### src/design/msp_pkg.sv
// Shared constants and types for the modem serial port pair
package msp_pkg;

  localparam int CLK_HZ = 20_000_000;
  localparam int MAX_BPS = 921_000;
  localparam int DIV_W = 16;
  // Smallest clocks-per-bit divisor that stays at or below the top rate
  localparam logic [15:0] MIN_DIV = 16'((CLK_HZ + MAX_BPS - 1) / MAX_BPS);
  localparam int DATA_W = 8;
  localparam logic [2:0] LAST_BIT = 3'h7;
  localparam int FIFO_DEPTH = 16;
  // Room kept for characters still in flight when clear-to-send drops
  localparam int CTS_MARGIN = 4;
  localparam logic LINE_IDLE = 1'b1;
  localparam logic CTRL_OFF_N = 1'b1;
  localparam logic [15:0] CNT_RST = 16'h0000;
  localparam logic [7:0] BYTE_RST = 8'h00;

  typedef enum logic [1:0]
  {
    ST_IDLE = 2'b00,
    ST_START = 2'b01,
    ST_DATA = 2'b11,
    ST_STOP = 2'b10
  } msp_state_e;

endpackage : msp_pkg

### src/design/msp_top.sv
// Modem serial port pair: two serial engines, receive FIFOs, modem lines
`timescale 1ns/10ps

////////////////////////////////////////////////////////////////////////////
module msp_fifo #(
  parameter int WIDTH = 8,
  parameter int DEPTH = 16,
  parameter int MARGIN = 4
) (
  // Clock and reset
  input wire logic clk_sys,
  input wire logic rstn,
  // Fill side
  input wire logic in_valid,
  input wire logic [WIDTH-1:0] in_data,
  output logic in_ready,
  output logic almost_full,
  // Drain side
  output logic out_valid_q,
  output logic [WIDTH-1:0] out_data_q,
  input wire logic out_ready
);
  localparam int AW = $clog2(DEPTH);
  localparam logic [AW:0] FULL = (AW+1)'(DEPTH);
  localparam logic [AW:0] HIGH = (AW+1)'(DEPTH - MARGIN);

  logic [WIDTH-1:0] mem_q [DEPTH];
  logic [AW-1:0] wr_q, wr_d, rd_q, rd_d;
  logic [AW:0] cnt_q, cnt_d;
  logic out_valid_d;
  logic [WIDTH-1:0] out_data_d;
  logic push, pop;

  always_comb
  begin
    in_ready = (cnt_q != FULL);
    almost_full = (cnt_q >= HIGH);
    push = in_valid && in_ready;
    // Output stage refills as soon as it is empty or being taken
    pop = (cnt_q != '0) && (!out_valid_q || out_ready);
    wr_d = push ? wr_q + 1'b1 : wr_q;
    rd_d = pop ? rd_q + 1'b1 : rd_q;
    cnt_d = cnt_q + (AW+1)'(push) - (AW+1)'(pop);
    out_valid_d = out_valid_q && !out_ready;
    out_data_d = out_data_q;
    if (pop)
    begin
      out_valid_d = 1'b1;
      out_data_d = mem_q[rd_q];
    end
  end

  always_ff @(posedge clk_sys or negedge rstn)
  begin
    if (!rstn)
    begin
      wr_q <= '0;
      rd_q <= '0;
      cnt_q <= '0;
      out_valid_q <= 1'b0;
      out_data_q <= '0;
    end
    else
    begin
      wr_q <= wr_d;
      rd_q <= rd_d;
      cnt_q <= cnt_d;
      out_valid_q <= out_valid_d;
      out_data_q <= out_data_d;
    end
  end

  always_ff @(posedge clk_sys)
  begin
    if (push)
    begin
      mem_q[wr_q] <= in_data;
    end
  end
endmodule : msp_fifo

////////////////////////////////////////////////////////////////////////////
module msp_port (
  // Clock and reset
  input wire logic clk_sys,
  input wire logic rstn,
  // Configuration
  input wire logic en,
  input wire logic flow_on,
  input wire logic [15:0] div,
  // User transmit
  input wire logic [7:0] tx_data,
  input wire logic tx_valid,
  output logic tx_ready_q,
  // User receive
  output logic [7:0] rx_data_q,
  output logic rx_valid_q,
  input wire logic rx_ready,
  output logic frame_err_q,
  output logic overrun_q,
  // Pins, far party's transmit line comes in on rx_pin
  input wire logic rx_pin,
  input wire logic rts_n_pin,
  output logic tx_pin_q,
  output logic cts_n_q
);
  logic rx_m_q, rx_s_q, rts_m_q, rts_s_q;
  logic [15:0] div_eff;
  msp_pkg::msp_state_e tst_q, tst_d, rst_q, rst_d;
  logic [15:0] tcnt_q, tcnt_d, rcnt_q, rcnt_d;
  logic [2:0] tbit_q, tbit_d, rbit_q, rbit_d;
  logic [7:0] tsh_q, tsh_d, rsh_q, rsh_d;
  logic tx_pin_d, tx_ready_d, cts_n_d, frame_err_d, overrun_d;
  logic push, fifo_in_ready, fifo_af;

  // Pin inputs pass two flops first
  always_ff @(posedge clk_sys or negedge rstn)
  begin
    if (!rstn)
    begin
      rx_m_q <= msp_pkg::LINE_IDLE;
      rx_s_q <= msp_pkg::LINE_IDLE;
      rts_m_q <= msp_pkg::CTRL_OFF_N;
      rts_s_q <= msp_pkg::CTRL_OFF_N;
    end
    else
    begin
      rx_m_q <= rx_pin;
      rx_s_q <= rx_m_q;
      rts_m_q <= rts_n_pin;
      rts_s_q <= rts_m_q;
    end
  end

  // Faster settings are refused by clamping the divisor
  assign div_eff = (div < msp_pkg::MIN_DIV) ? msp_pkg::MIN_DIV : div;

  always_comb
  begin
    tst_d = tst_q;
    tbit_d = tbit_q;
    tsh_d = tsh_q;
    tcnt_d = (tcnt_q != '0) ? tcnt_q - 1'b1 : tcnt_q;
    tx_pin_d = msp_pkg::LINE_IDLE;
    unique case (tst_q)
      msp_pkg::ST_IDLE:
        if (tx_ready_q && tx_valid)
        begin
          tsh_d = tx_data;
          tst_d = msp_pkg::ST_START;
          tcnt_d = div_eff - 1'b1;
        end
      msp_pkg::ST_START:
      begin
        tx_pin_d = 1'b0;
        if (tcnt_q == '0)
        begin
          tst_d = msp_pkg::ST_DATA;
          tcnt_d = div_eff - 1'b1;
          tbit_d = '0;
        end
      end
      msp_pkg::ST_DATA:
      begin
        tx_pin_d = tsh_q[0];
        if (tcnt_q == '0)
        begin
          tsh_d = {1'b0, tsh_q[7:1]};
          tcnt_d = div_eff - 1'b1;
          tbit_d = tbit_q + 1'b1;
          if (tbit_q == msp_pkg::LAST_BIT)
          begin
            tst_d = msp_pkg::ST_STOP;
          end
        end
      end
      msp_pkg::ST_STOP:
        if (tcnt_q == '0)
        begin
          tst_d = msp_pkg::ST_IDLE;
        end
    endcase
    // A character in flight always completes; pause falls between them
    tx_ready_d = (tst_d == msp_pkg::ST_IDLE) && en
      && (!flow_on || !rts_s_q);
  end

  always_ff @(posedge clk_sys or negedge rstn)
  begin
    if (!rstn)
    begin
      tst_q <= msp_pkg::ST_IDLE;
      tcnt_q <= msp_pkg::CNT_RST;
      tbit_q <= '0;
      tsh_q <= msp_pkg::BYTE_RST;
      tx_pin_q <= msp_pkg::LINE_IDLE;
      tx_ready_q <= 1'b0;
    end
    else
    begin
      tst_q <= tst_d;
      tcnt_q <= tcnt_d;
      tbit_q <= tbit_d;
      tsh_q <= tsh_d;
      tx_pin_q <= tx_pin_d;
      tx_ready_q <= tx_ready_d;
    end
  end

  always_comb
  begin
    rst_d = rst_q;
    rbit_d = rbit_q;
    rsh_d = rsh_q;
    rcnt_d = (rcnt_q != '0) ? rcnt_q - 1'b1 : rcnt_q;
    push = 1'b0;
    frame_err_d = 1'b0;
    overrun_d = 1'b0;
    unique case (rst_q)
      msp_pkg::ST_IDLE:
        if (en && !rx_s_q)
        begin
          rst_d = msp_pkg::ST_START;
          rcnt_d = {1'b0, div_eff[15:1]};
        end
      msp_pkg::ST_START:
        if (rcnt_q == '0)
        begin
          // A glitch shorter than half a bit is not a start
          rst_d = rx_s_q ? msp_pkg::ST_IDLE : msp_pkg::ST_DATA;
          rcnt_d = div_eff - 1'b1;
          rbit_d = '0;
        end
      msp_pkg::ST_DATA:
        if (rcnt_q == '0)
        begin
          rsh_d = {rx_s_q, rsh_q[7:1]};
          rcnt_d = div_eff - 1'b1;
          rbit_d = rbit_q + 1'b1;
          if (rbit_q == msp_pkg::LAST_BIT)
          begin
            rst_d = msp_pkg::ST_STOP;
          end
        end
      msp_pkg::ST_STOP:
        if (rcnt_q == '0)
        begin
          rst_d = msp_pkg::ST_IDLE;
          push = rx_s_q;
          frame_err_d = !rx_s_q;
          overrun_d = rx_s_q && !fifo_in_ready;
        end
    endcase
    cts_n_d = !en || (flow_on && fifo_af);
  end

  always_ff @(posedge clk_sys or negedge rstn)
  begin
    if (!rstn)
    begin
      rst_q <= msp_pkg::ST_IDLE;
      rcnt_q <= msp_pkg::CNT_RST;
      rbit_q <= '0;
      rsh_q <= msp_pkg::BYTE_RST;
      frame_err_q <= 1'b0;
      overrun_q <= 1'b0;
      cts_n_q <= msp_pkg::CTRL_OFF_N;
    end
    else
    begin
      rst_q <= rst_d;
      rcnt_q <= rcnt_d;
      rbit_q <= rbit_d;
      rsh_q <= rsh_d;
      frame_err_q <= frame_err_d;
      overrun_q <= overrun_d;
      cts_n_q <= cts_n_d;
    end
  end

  msp_fifo #(
    .WIDTH(msp_pkg::DATA_W),
    .DEPTH(msp_pkg::FIFO_DEPTH),
    .MARGIN(msp_pkg::CTS_MARGIN)
  ) u_fifo (
    .clk_sys(clk_sys),
    .rstn(rstn),
    .in_valid(push),
    .in_data(rsh_q),
    .in_ready(fifo_in_ready),
    .almost_full(fifo_af),
    .out_valid_q(rx_valid_q),
    .out_data_q(rx_data_q),
    .out_ready(rx_ready)
  );
endmodule : msp_port

////////////////////////////////////////////////////////////////////////////
module msp_top (
  // Clock and reset
  input wire logic clk_sys,
  input wire logic rstn,
  // Main port control
  input wire logic main_enable,
  input wire logic main_gpio_claimed,
  input wire logic main_flow_on,
  input wire logic [15:0] main_div,
  input wire logic main_set_ready_req,
  input wire logic main_carrier_req,
  input wire logic main_ring_req,
  output logic main_active_q,
  output logic main_terminal_ready_q,
  // Main port user data
  input wire logic [7:0] main_tx_data,
  input wire logic main_tx_valid,
  output logic main_tx_ready_q,
  output logic [7:0] main_rx_data_q,
  output logic main_rx_valid_q,
  input wire logic main_rx_ready,
  output logic main_frame_err_q,
  output logic main_overrun_q,
  // Main port pins
  input wire logic main_tx_line,
  input wire logic main_request_to_send_n,
  input wire logic main_terminal_ready_n,
  output logic main_rx_line_q,
  output logic main_clear_to_send_n_q,
  output logic main_set_ready_n_q,
  output logic main_carrier_detect_n_q,
  output logic main_ring_indicator_n_q,
  output logic main_pins_oe_q,
  // Aux port control and user data
  input wire logic aux_enable,
  input wire logic aux_flow_on,
  input wire logic [15:0] aux_div,
  input wire logic [7:0] aux_tx_data,
  input wire logic aux_tx_valid,
  output logic aux_tx_ready_q,
  output logic [7:0] aux_rx_data_q,
  output logic aux_rx_valid_q,
  input wire logic aux_rx_ready,
  output logic aux_frame_err_q,
  output logic aux_overrun_q,
  // Aux port pins
  input wire logic aux_tx_line,
  input wire logic aux_request_to_send_n,
  output logic aux_rx_line_q,
  output logic aux_clear_to_send_n_q
);
  logic act_d, dtr_m_q, dtr_s_q, dtr_d, dsr_d, dcd_d, ri_d;

  always_comb
  begin
    // Any pin lent elsewhere withdraws the whole main port
    act_d = main_enable && !main_gpio_claimed;
    dtr_d = act_d && !dtr_s_q;
    dsr_d = !(act_d && main_set_ready_req);
    dcd_d = !(act_d && main_carrier_req);
    ri_d = !(act_d && main_ring_req);
  end

  always_ff @(posedge clk_sys or negedge rstn)
  begin
    if (!rstn)
    begin
      dtr_m_q <= msp_pkg::CTRL_OFF_N;
      dtr_s_q <= msp_pkg::CTRL_OFF_N;
      main_active_q <= 1'b0;
      main_pins_oe_q <= 1'b0;
      main_terminal_ready_q <= 1'b0;
      main_set_ready_n_q <= msp_pkg::CTRL_OFF_N;
      main_carrier_detect_n_q <= msp_pkg::CTRL_OFF_N;
      main_ring_indicator_n_q <= msp_pkg::CTRL_OFF_N;
    end
    else
    begin
      dtr_m_q <= main_terminal_ready_n;
      dtr_s_q <= dtr_m_q;
      main_active_q <= act_d;
      main_pins_oe_q <= act_d;
      main_terminal_ready_q <= dtr_d;
      main_set_ready_n_q <= dsr_d;
      main_carrier_detect_n_q <= dcd_d;
      main_ring_indicator_n_q <= ri_d;
    end
  end

  msp_port u_main (
    .clk_sys(clk_sys),
    .rstn(rstn),
    .en(main_active_q),
    .flow_on(main_flow_on),
    .div(main_div),
    .tx_data(main_tx_data),
    .tx_valid(main_tx_valid),
    .tx_ready_q(main_tx_ready_q),
    .rx_data_q(main_rx_data_q),
    .rx_valid_q(main_rx_valid_q),
    .rx_ready(main_rx_ready),
    .frame_err_q(main_frame_err_q),
    .overrun_q(main_overrun_q),
    .rx_pin(main_tx_line),
    .rts_n_pin(main_request_to_send_n),
    .tx_pin_q(main_rx_line_q),
    .cts_n_q(main_clear_to_send_n_q)
  );

  msp_port u_aux (
    .clk_sys(clk_sys),
    .rstn(rstn),
    .en(aux_enable),
    .flow_on(aux_flow_on),
    .div(aux_div),
    .tx_data(aux_tx_data),
    .tx_valid(aux_tx_valid),
    .tx_ready_q(aux_tx_ready_q),
    .rx_data_q(aux_rx_data_q),
    .rx_valid_q(aux_rx_valid_q),
    .rx_ready(aux_rx_ready),
    .frame_err_q(aux_frame_err_q),
    .overrun_q(aux_overrun_q),
    .rx_pin(aux_tx_line),
    .rts_n_pin(aux_request_to_send_n),
    .tx_pin_q(aux_rx_line_q),
    .cts_n_q(aux_clear_to_send_n_q)
  );
endmodule : msp_top

### config.mk
export PLATFORM = sky130hd
export DESIGN_NAME = msp_top
export DESIGN_NICKNAME = d
export VERILOG_FILES = /design/src/design/msp_pkg.sv /design/src/design/msp_top.sv
export SDC_FILE = /design/constraint.sdc
export NUM_CORES = 1
export LEC_CHECK = 0
export BUFFER_PORTS_ARGS = -buffer_cell sky130_fd_sc_hd__buf_4
export CORE_ASPECT_RATIO = 1.75
export CORE_MARGIN = 2
export CORE_UTILIZATION = 45
export DETAILED_ROUTE_END_ITERATION = 6
export GPL_TIMING_DRIVEN = 1
export SYNTH_ARGS = -nofsm -noshare
export SYNTH_HDL_FRONTEND = slang
export SYNTH_SLANG_ARGS = --single-unit
export TNS_END_PERCENT = 1
### constraint.sdc
create_clock -name clk_sys -period 5.35 [get_ports clk_sys]
set_clock_uncertainty 0.1 [all_clocks]
set_input_delay 0.535 -clock clk_sys [delete_from_list [all_inputs] [get_ports clk_sys]]
set_output_delay 0.535 -clock clk_sys [all_outputs]
set_load 0.005 [all_outputs]
# Word-level counts from Yosys, hierarchy flattened
# Memories as Yosys holds them, arrays and structs flattened. A register that Yosys moved wholly into a read port is not among the register bits.
# Cells that the tools add are included.
[word_totals]
out_inout_bits = 34
input_bits = 67
word_cells = 275
memories = 2
mem_bits_rw = 256
register_bits = 169
[classes]
n_reduce_logical = 86
eq_ne = 34
n_mux = 82
order_cmp = 4
add_sub_neg = 18
[memory_table]
columns = ["name", "depth", "word_bits", "rd", "rd_clocked_by_memory_dff", "wr", "line", "rtl"]
rows = [
  ["u_aux.u_fifo.mem_q", 16, 8, 1, 1, 1, "msp_top.sv:27", "logic [WIDTH-1:0] mem_q [DEPTH];"],
  ["u_main.u_fifo.mem_q", 16, 8, 1, 1, 1, "msp_top.sv:27", ""],
]
[ops]
columns = ["op", "count"]
rows = [
  ["$mux W16", 14],
  ["$pmux W16 S2", 4],
  ["$sub A16 B1 Y16 const B", 6],
  ["$logic_not A16 Y1", 4],
  ["$reduce_bool A16 Y1", 4],
  ["$mux W2", 22],
  ["$lt A16 B5 Y1 const B", 2],
  ["$mux W8", 4],
  ["$ne A2 B1 Y1 const B", 16],
  ["$pmux W2 S4", 4],
  ["$pmux W8 S2", 2],
  ["$mux W3", 8],
  ["$pmux W3 S2", 4],
  ["$logic_and A1 B1 Y1", 23],
  ["$logic_not A1 Y1", 21],
  ["$mux W1", 18],
  ["$reduce_and A3 Y1", 6],
  ["$add A4 B1 Y4 const B", 4],
  ["$eq A2 B2 Y1 const B", 8],
  ["$add A3 B1 Y3 const B", 4],
  ["$eq A3 B3 Y1 const B", 4],
  ["$logic_not A2 Y1", 6],
  ["$reduce_bool A2 Y1", 6],
  ["$add A5 B1 Y5", 2],
  ["other kinds (10)", 28],
]

# Logic depth before layout (Yosys ltp)
# Gate-level depths: netlist of run 1.
[logic_depth]
word_depth = 7
depth_mapped = 18
ltp_nobuf = 16

# Hierarchy
# A second synthesis of run 1 with hierarchy kept.
[unflattened]
cells_unflattened = 1454
hier_area_um2 = 20357.0
[modules_own_cells]
columns = ["mod", "cells_per_inst", "seq_area_each_um2", "n_inst", "area_each_um2"]
rows = [
  ["msp_fifo", 313, 4394.2, 2, 6159.7],
  ["msp_port (u_aux)", 402, 1684.1, 1, 3945.0],
  ["msp_port (u_main)", 413, 1684.1, 1, 3862.5],
  ["msp_top", 13, 181.4, 1, 230.2],
]

# Worst setup path after synthesis of run 1
# Ideal clock, no wire load.
[synth_timing]
kind = "input port to flip-flop"
startpoint = "input main_div[8]"
endpoint = "register u_main.rcnt_q[12]"
setup_ps = 120
n_path_buf = 0
path_slack_ps = 1830
t_required_ps = 5130
arrival_time_ps = 3300
stages = 11
cell_sequence = "nor4_1 -> and3_1 -> o21ai_0 -> and2_1 -> inv_1 -> ha_1 -> nor4b_1 -> nand3_1 -> mux2i_1 -> o22ai_1 -> a31o_2"
[synth_via]
elab_chain_len = 5
word_cells_on_any_way = 6
cone_classes = "add/sub (1); order compare (1); mux (4)"
[synth_lines]
columns = ["element", "line", "rtl"]
rows = [
  ["start, declared", "msp_top.sv:307", "input wire logic [15:0] main_div,"],
  ["$lt A16 B5 Y1", "msp_top.sv:136", "assign div_eff = (div < msp_pkg::MIN_DIV) ? msp_pkg::MIN_DIV : div;"],
  ["$mux W16 (*)", "msp_top.sv:136", ""],
  ["$sub A16 B1 Y16", "msp_top.sv:231, msp_top.sv:238", ""],
  ["$mux W16", "msp_top.sv:227, msp_top.sv:235", ""],
  ["$pmux W16 S2 (*)", "msp_top.sv:219", "unique case (rst_q)"],
  ["via u_main.rcnt_d[12]", "msp_top.sv:110", "logic [15:0] tcnt_q, tcnt_d, rcnt_q, rcnt_d;"],
  ["end signal, assigned", "msp_top.sv:262", "rcnt_q <= msp_pkg::CNT_RST;"],
  ["end signal, assigned", "msp_top.sv:272", "rcnt_q <= rcnt_d;"],
  ["end, declared", "msp_top.sv:110", ""],
]
# The timed path passes the listed nets; every way through them passes the cells marked *.
# A chain may end at the register's enable or synchronous reset.

# Worst setup path in the final report of run 1
[layout_timing]
startpoint = "register u_aux.rcnt_q[0]"
endpoint = "register u_aux.u_fifo.cnt_q[4]"
[layout_via]
elab_chain_len = 6
[layout_lines]
columns = ["element", "line", "rtl"]
rows = [
  ["start, declared", "msp_top.sv:110", ""],
  ["start signal, assigned", "msp_top.sv:262", ""],
  ["start signal, assigned", "msp_top.sv:272", ""],
  ["$logic_not A16 Y1", "msp_top.sv:246", "if (rcnt_q == '0)"],
  ["$mux W1", "msp_top.sv:246", ""],
  ["$mux W1", "msp_top.sv:219", ""],
  ["$logic_and A1 B1 Y1", "msp_top.sv:38", "push = in_valid && in_ready;"],
  ["$add A5 B1 Y5", "msp_top.sv:43", "cnt_d = cnt_q + (AW+1)'(push) - (AW+1)'(pop);"],
  ["$sub A5 B1 Y5", "msp_top.sv:43", ""],
  ["via u_aux.u_fifo.cnt_d[4]", "msp_top.sv:29", "logic [AW:0] cnt_q, cnt_d;"],
  ["end signal, assigned", "msp_top.sv:67", "cnt_q <= cnt_d;"],
  ["end, declared", "msp_top.sv:29", ""],
]
# The timed path passes the listed nets, and every way through them passes these cells.

==> qor_table.md, run 1 <==
| Item | Reported | Unit |
| --- | --- | --- |
| Post-CTS setup buffer count | 0 | - |
| Type of origin of the critical path | flop | - |
| Required arrival time at the worst endpoint | 5.68 | ns |
| Fillcell total | 3743 | - |
| Cell taking the most area after synthesis | edfxtp_1 | - |
| Top area cells in the synthesized netlist | edfxtp_1 (38%), dfrtp_1 (21%), mux4_2 (7.1%), ha_1 (3.0%), mux2i_1 (2.7%) | - |
| Final hold vios | 0 | - |
| Mean instance size in the synthesized netlist | 13.7 | um^2 |
| Logic depth of the worst register-to-register path | 16 | - |
| Power per Cell Area | 412 | mW/mm^2 |
| Place WS | 1.27 | ns |
| DR vias/cell | 5.68 | - |
| TritonCTS clock tree | done | - |
| Worst path setup slack after routing | 1.30 | ns |
| Die X | 164 | um |
| Count of mapped cells out of synthesis | 1476 | - |
| Total global routing overflow | 0 | - |
| Port bufs | 100 | - |
| Share of synthesized flip-flops with an asynchronous set or reset | 42.0 | % |
| Drt first pass iters | 5 | - |
| Number of synthesized register bits | 441 | - |
| First-pass GRT wire length | 71000 | um |
| Synth Net Count | 1593 | - |
| Sequential-to-total area share from yosys stat | 61.2 | % |
| EDFF count, synth | 256 | - |
| Buffers from clock root to sink, at most | 3 | - |
| Final routed wirelength across all metal layers | 44900 | um |
| Top-Level Pins | 101 | - |
| Post-route ant nets | 0 | - |
| Drt initial violations | 638 | - |
| Measured slew at the worst slew-check pin | 1.14 | ns |
| Clock slew seen by the registers of the worst setup and hold paths | 0.06 | ns |
| Setup repair after global routing missed its margin | no | - |
| Cts repair resizes | 0 | - |
| Full die area | 0.0466 | mm^2 |
| Antenna fix cells | 0 | - |
| Number of DRC violations after detailed routing | 0 | - |
| Fmax | 0.247 | GHz |
| Library cells used by synthesis | 83 | - |
| Half-perimeter wire length after placement | 31700 | um |
| Hold WC Path Type | in2reg | - |
| Clk root buf | clkbuf_16 | - |
| Result of the run | completed | - |
| Critical Setup Path Class | reg2reg | - |
| Placer's final routability congestion estimate | 0.878 | - |
| Via total after detailed routing | 12.4k | - |
| Reported max-cap violation count | 0 | - |
| Final Cycle Share | 75.7 | % |
| Clock sink total | 441 | - |
| Wire per inst | 20.5 | um |
| Primary FF master, synth | edfxtp_1 | - |
| Initial cell density of the core | 45.5 | % |
| Number of nets at the end of the flow | 1696 | - |
| Slew margin rel. | 23.1 | % |
| Syn-to-layout area delta | 13.7 | % |
| Maximum VDD drop | 0.000294 | V |
| Data arrival time of the critical path | 4.38 | ns |
| Final critical delay including setup and external delays | 4.05 | ns |
| Row cnt | 102 | - |
| Final-report setup violation count | 0 | - |
| Type of destination of the critical path | flop | - |
| CTS Hold Buffers Added | 9 | - |
| Synth warnings | 0 | - |
| Summed instance area of the synthesized netlist | 0.0202 | mm^2 |
| Fraction of final layout cells sized beyond drive strength 1 | 19.9 | % |
| Height of the chip | 284 | um |
| Largest net degree at the start of global routing | 95 | - |
| Worst hold path stage count | 2 | - |
| Number of H-tree levels | 2 | - |
| Number of global-route vias before repair | 13.0k | - |
| Leakage power total | 8.12 | nW |
| Antenna violations before repair | 0 | - |
| Share of power burned in combinational logic | 22.2 | % |
| Total GRT Usage | 19.6 | % |
| Maximum net fanout on the critical path | 16 | - |
| Relative contribution of the clock network to total power | 31.3 | % |
| Aggregate negative setup slack | 0 | ns |
| Final-report max-slew violation count | 0 | - |
| Clock buffers created by TritonCTS | 41 | - |
| Switching power summed over all nets | 0.00278 | W |
| Fraction of power spent switching nets | 29.5 | % |
| Area of the core | 0.0443 | mm^2 |
| Internal power contribution | 0.00666 | W |
| Synth top area share | 38.1 | % |
| Clk_lat worst skew | 0.55 | ns |
| Part of the power in registers | 46.5 | % |
==> synth_stat cells (8+ instances only) <==
cell type and number:
a21o_1 26, a21oi_1 30, and2_1 13, buf_2 16, clkbuf_1 36, dfrtp_1 168
dfstp_2 17, edfxtp_1 256, ha_1 48, inv_1 57, mux2_2 32, mux2i_1 54
mux4_2 64, nand2_1 94, nand2b_1 16, nand3_1 28, nand4_1 13, nor2_1 83
nor2b_1 11, nor3_1 49, nor4_1 26, o211ai_1 12, o21ai_0 59, o22ai_1 45
o31ai_1 8, or3_1 17, or4_1 10, xnor2_1 47, xor2_1 9
==> stage by stage <==
step | cell area, um^2 | power, W | utilization [%] | hold slack (ns) | std cells
6_report | 22900 | 0.00944 | 51.8 | 0.0864 | 2184
5_1_grt | 22900 | 0.00995 | 51.8 | 0.0806 | 2184
4_1_cts | 22900 | 0.00958 | 51.8 | 0.0558 | 2184
3_5_place_dp | 21500 | 0.00659 | 48.5 | 0.248 | 2099
3_3_place_gp | 21500 | 0.00654 | 48.5 | 0.246 | 2099
2_1_floorplan | 20200 | 0.00592 | - | 0.139 | 1476
==> layout make-up <==
class                      count  area (um^2)  area share, %
sequential                   441        12300           53.9
multi-input combinational    916         7340           32.0
clock buffer                  55         1120           4.88
timing repair buffer         122          957           4.18
tap                          572          716           3.12
clock inverter                21          236           1.03
inverter                      57          214          0.933
==> final timing paths <==
check	startpoint	to	slack, ns
max reg2reg	u_aux.rcnt_q[0]	u_aux.u_fifo.cnt_q[4]	1.30
max	u_aux.rcnt_q[0]	u_aux.u_fifo.cnt_q[4]	1.30
max in group asynchronous	rstn	u_main.u_fifo.rd_q[1]	3.58
min reg2reg	u_main.rts_m_q	u_main.rts_s_q	0.26
min in group asynchronous	rstn	u_aux.tcnt_q[12]	0.51
min	main_rx_ready	u_main.u_fifo.out_valid_q	0.09
==> routing by layer <==
metal	global-route usage [%]	vias to the layer above	routed length, um
met3	2.67	95	1630
met5	0	-	0
met4	7.32	0	1610
li1	-	5815	-
met2	37.2	305	24900
met1	21.8	6190	16700
==> registers in the layout, summed over array words and instances (netlist names), 5 cells and up <==
| name | flops |
|---|---|
| u_main.rsh_q | 8 |
| u_aux.tcnt_q | 16 |
| u_aux.u_fifo.out_data_q | 8 |
| u_aux.rsh_q | 8 |
| u_aux.u_fifo.mem_q | 128 |
| u_main.rcnt_q | 16 |
| u_main.u_fifo.cnt_q | 5 |
| u_main.tcnt_q | 16 |
| u_main.u_fifo.out_data_q | 8 |
| u_aux.u_fifo.cnt_q | 5 |
| u_aux.tsh_q | 8 |
| u_aux.rcnt_q | 16 |
| u_main.tsh_q | 8 |
| u_main.u_fifo.mem_q | 128 |
==> critical path, cell delays in order, from the launching register on <==
cell and delay [ns]:
dfrtp_1 0.40, inv_1 0.10, ha_1 0.19, nor3b_1 0.59, nand4_2 0.57, nor3_4 0.55
inv_1 0.09, ha_1 0.30, inv_1 0.06, ha_1 0.15, inv_1 0.05, fa_1 0.39
inv_1 0.07, a21oi_1 0.05, nor2_1 0.09, nor2_1 0.06, xnor2_1 0.11
==> power by group through the flow <==
stage	clock (W)	combinational (W)	sequential, W
floorplan	0	0.00171	0.00421
global placement	0	0.00209	0.00444
detailed placement	0	0.00213	0.00446
CTS	0.00304	0.00215	0.00439
global route	0.00316	0.00234	0.00445
finish	0.00295	0.00210	0.00439
==> logic make-up (layout without fill, tap and decap cells) <==
family	count (synthesis)	count (layout)	synth area share, %
buffers and inverters	119	255	2.43
AOI/OAI and AO/OA	248	248	8.15
muxes	152	152	11.7
and+or+nand+nor	410	410	10.9
DFF	441	441	61.2
xor gates and xnor gates	56	56	2.43
adders and majority gates	50	50	3.18
==> cells in the final DEF, fill, tap and decap left out, drive strengths merged, types with 6 or more instances in the layout <==
cell type,n
nor3b,8
nor3,53
o31ai,8
dlygate4sd3,9
clkinv,12
edfxtp,256
buf,112
xnor2,47
nor4,30
mux2,34
dfstp,17
xor2,9
o22ai,45
clkbuf,56
a31oi,6
o211ai,12
a21oi,30
and2,13
nand3,28
or3,17
a21o,26
nor2b,11
a2bb2oi,6
ha,48
nand2,98
inv,58
o21a,6
or4,11
mux2i,54
dfrtp,168
nand4,14
mux4,64
nor2,84
nand2b,16
o21ai,62
(Power assumes the default switching activity.)
==> inputs of run 2 (changes only) <==
Settings changed: ABC_AREA set to 1.
Clock period 5.35 ns to 4.05 ns, I/O delays scaled along.
==> qor_table.md, run 2 <==
| Item | Reported | Unit | Change |
| --- | --- | --- | --- |
| Result of the run | completed | - |  |
| Main combinational cell family by area after synthesis | simple AND/OR/NAND/NOR gates | - |  |
| Clk_lat worst skew | 0.56 | ns | about the same |
| Initial cell density of the core | 45.7 | % | +0.21 points |
| Type of destination of the critical path | flop | - |  |
| Clk root buf | clkbuf_16 | - |  |
| Number of synthesized register bits | 441 | - | unchanged |
| Maximum VDD drop | 0.000476 | V | +62% |
| Half-perimeter wire length after placement | 36600 | um | +16% |
| Drt initial violations | 807 | - | +26% |
| EDFF count, synth | 256 | - | unchanged |
| Power per Cell Area | 634 | mW/mm^2 | +54% |
| Fraction of final layout cells sized beyond drive strength 1 | 12.6 | % | -7.3 points |
| Most Frequent Cell on Critical Path | inv_1 | - |  |
| Clock buffers created by TritonCTS | 41 | - | unchanged |
| Drt first pass iters | 5 | - | unchanged |
| Setup repair after global routing missed its margin | no | - |  |
| Dominant cell by count in the synthesized netlist | nand2_1 | - |  |
| Logic depth of the worst register-to-register path | 17 | - | +1 |
| Primary FF master, synth | edfxtp_1 | - |  |
| Syn-to-layout area delta | 13.5 | % |  |
| Xor-xnor portion of the synthesized cell area | 2.41 | % | -0.021 points |
| Data arrival time of the critical path | 3.48 | ns | -0.90 ns |
| Hold WC Path Type | in2reg | - |  |
| Number of global-route vias before repair | 15.4k | - | +18% |
| Post-route ant nets | 0 | - | unchanged |
| Critical path capture point | u_main.u_fifo.cnt_q[4] | - |  |
| Synth warnings | 0 | - | unchanged |
| Total global routing overflow | 0 | - | unchanged |
| Final hold vios | 0 | - | unchanged |
| Final-report setup violation count | 0 | - | unchanged |
| Row cnt | 104 | - | +2.0% |
| Aggregate negative setup slack | 0 | ns | unchanged |
| Commonest non-fill, non-tap cell in the layout | nand2_1 | - |  |
| Clock sink total | 441 | - | unchanged |
| Critical Setup Path Class | reg2reg | - |  |
| Antenna fix cells | 0 | - | unchanged |
| Sequential-to-total area share from yosys stat | 58.6 | % | -2.6 points |
| Summed instance area of the synthesized netlist | 0.0211 | mm^2 | +4.5% |
| Post-synthesis simple-gate area fraction | 18.9 | % | +8.1 points |
| Synth Net Count | 2175 | - | +37% |
| Reported max-cap violation count | 0 | - | unchanged |
| Min Hold Slack | 0.0252 | ns | -0.0612 ns |
| Cell taking the most area after synthesis | edfxtp_1 | - |  |
| Wire per inst | 18.7 | um | -9.0% |
| Reg-to-reg setup timing slack | 0.89 | ns | -0.41 ns |
| Clock slew seen by the registers of the worst setup and hold paths | 0.06 | ns | about the same |
| Number of DRC violations after detailed routing | 0 | - | unchanged |
| Critical-path cell list | inv_1 -> ha_1 -> nand2_2 -> inv_2 -> nand4_1 -> inv_1 -> nand3_2 -> nor3_2 -> nand2_2 -> ha_1 -> inv_1 -> ha_1 -> inv_1 -> fa_1 -> o21ai_0 -> a21oi_1 -> xnor2_1 | - |  |
| Top-Level Pins | 101 | - | unchanged |
| Area of the core | 0.0461 | mm^2 | +4.0% |
| R2R Path End | u_main.u_fifo.cnt_q[4] | - |  |
| Synth top area share | 36.5 | % | -1.6 points |
| Measured slew at the worst slew-check pin | 1.04 | ns | -0.101 ns |
| Final-report max-slew violation count | 0 | - | unchanged |
| CTS Hold Buffers Added | 22 | - | +13 |
| TritonCTS clock tree | done | - |  |
| Port bufs | 100 | - | unchanged |
| Type of origin of the critical path | flop | - |  |
| Library cells used by synthesis | 65 | - | -22% |
| Required arrival time at the worst endpoint | 4.37 | ns | -1.31 ns |
| Leakage power total | 10.1 | nW | +24% |
| Synth Area in Compound Gates | 10.2 | % | +2.0 points |
| Mean instance size in the synthesized netlist | 10.2 | um^2 | -25% |
| Largest net degree at the start of global routing | 102 | - | +7.4% |
| Multiplexer share of the synthesized area | 2.14 | % | -9.6 points |
| Fmax | 0.316 | GHz | +28% |
| Buffers from clock root to sink, at most | 3 | - | unchanged |
| Launching element of the worst setup path | u_main.rcnt_q[0] | - |  |
| DP Area | 0.0223 | mm^2 | +3.9% |
| Slew margin rel. | 30.4 | % | +7.3 points |
| Number of nets at the end of the flow | 2285 | - | +35% |
| Final critical delay including setup and external delays | 3.16 | ns | -0.890 ns |
| Antenna violations before repair | 1 | - | +1 |
| Final routed wirelength across all metal layers | 52000 | um | +16% |
| Slowest-stage cell, CP | fa_1 | - |  |
| Leading cell types in the layout, fill and taps excluded | nand2_1 (341), nor2_1 (303), edfxtp_1 (256) | - |  |
| First-pass GRT wire length | 82600 | um | +16% |
| Cts repair resizes | 0 | - | unchanged |
| Top area cells in the synthesized netlist | edfxtp_1 (36%), dfrtp_1 (20%), nand2_1 (6.1%), nor2_1 (5.4%), o21ai_0 (3.5%) | - |  |
| DR vias/cell | 5.43 | - | -4.4% |
| Final Cycle Share | 78.0 | % | +2.3 points |
| Share of synthesized flip-flops with an asynchronous set or reset | 42.0 | % | unchanged |
| Most frequent cells after synthesis | nand2_1 (341), nor2_1 (303), edfxtp_1 (256) | - |  |
| Post-CTS setup buffer count | 0 | - | unchanged |
| Registers with the most flip-flops | u_aux.u_fifo.mem_q: 128 flops, u_main.u_fifo.mem_q: 128 flops | - |  |
| Adder-cell area share of the yosys netlist | 3.04 | % | -0.14 points |
| Die X | 168 | um | +2.2% |
| Cell area after layout | 0.0239 | mm^2 | +4.3% |
| Total GRT Usage | 21.5 | % | +1.9 points |
| Via total after detailed routing | 15.1k | - | +22% |
| Crit path largest cell delay | 0.40 | ns | -0.19 ns |
| Worst reg2reg startpoint | u_main.rcnt_q[0] | - |  |
| Number of H-tree levels | 2 | - | unchanged |
| Maximum net fanout on the critical path | 5 | - | -11 |
| Final Power | 0.0152 | W | +61% |
| Full die area | 0.0486 | mm^2 | +4.4% |
| Height of the chip | 290 | um | +2.2% |
| Placer's final routability congestion estimate | 0.890 | - | +1.3% |
| Count of mapped cells out of synthesis | 2058 | - | +39% |
==> run 2: cell count changes after synthesis, moves of 31 or more <==
cell / change
nand2_1: +247
nor2_1: +220
inv_1: +106
o21ai_0: +87
nand3_1: +79
mux4_2: -64
o22ai_1: -35
o221ai_1: +34
mux2_2: -32
xor2_1: +31
==> run 2: power by group <==
group	leakage (nW)	total (W)	internal [W]	switching [W]
combinational	4.59	0.00513	0.00192	0.00321
clock	0.674	0.00395	0.00225	0.00170
sequential	4.83	0.00610	0.00536	0.000732
==> run 2: worst min-delay path by stage <==
stage / startpoint / depth (start not counted) / slack [ns] / endpoint
2_1_floorplan: rstn / 0 / 0.009 / main_pins_oe_q
3_3_place_gp: u_main.rx_m_q / 0 / 0.25 / u_main.rx_s_q
3_5_place_dp: u_main.rts_m_q / 0 / 0.25 / u_main.rts_s_q
4_1_cts: aux_tx_data[2] / 3 / 0.002 / u_aux.tsh_q[2]
5_1_grt: aux_div[9] / 3 / 0.02 / u_aux.rcnt_q[8]
6_report: aux_tx_data[2] / 3 / 0.03 / u_aux.tsh_q[2]
==> run 2: stage by stage <==
stage,instances,worst slack [ns],util (%)
final,2784,0.889,51.9
after global routing,2784,0.646,51.9
after CTS,2784,0.896,51.9
after detailed placement,2686,0.925,48.4
after global placement,2686,0.952,48.4
after floorplan,2058,1.24,-
==> run 2: kinds of logic after synthesis <==
| group | count (synthesis) |
|---|---|
| buffers and inverters | 240 |
| adder cells (fa/ha/maj) | 50 |
| AND/OR/NAND/NOR | 887 |
| XOR/XNOR | 58 |
| multiplexers | 45 |
| flip-flops | 441 |
| AO/OA/AOI/OAI | 337 |
==> run 2: metal layers <==
layer / share of wire, % / wire [um] / up-vias / global-route usage [%]
li1: - / - / 7332 / -
met1: 39 / 20300 / 7314 / 24.8
met2: 53 / 27600 / 344 / 39.9
met3: 4.1 / 2120 / 118 / 2.97
met4: 3.8 / 1990 / 2 / 8.46
met5: 0.031 / 16 / - / 0
==> run 2: area by class of cell <==
class	count	area [um^2]
multi-input combinational	1377	7730
tap	583	729
timing repair buffer	132	1060
inverter	175	667
sequential	441	12300
clock inverter	17	196
clock buffer	59	1180
fill	4236	22100
==> run 2: worst max-delay path: cells and delay by family, from the launching register on <==
kind / cells / cell delay (ns)
flops: 1 / 0.39
xor+xnor: 1 / 0.13
compound gates: 2 / 0.29
fa+ha+maj: 4 / 1.09
simple gates: 5 / 0.62
buf+inv: 5 / 0.41
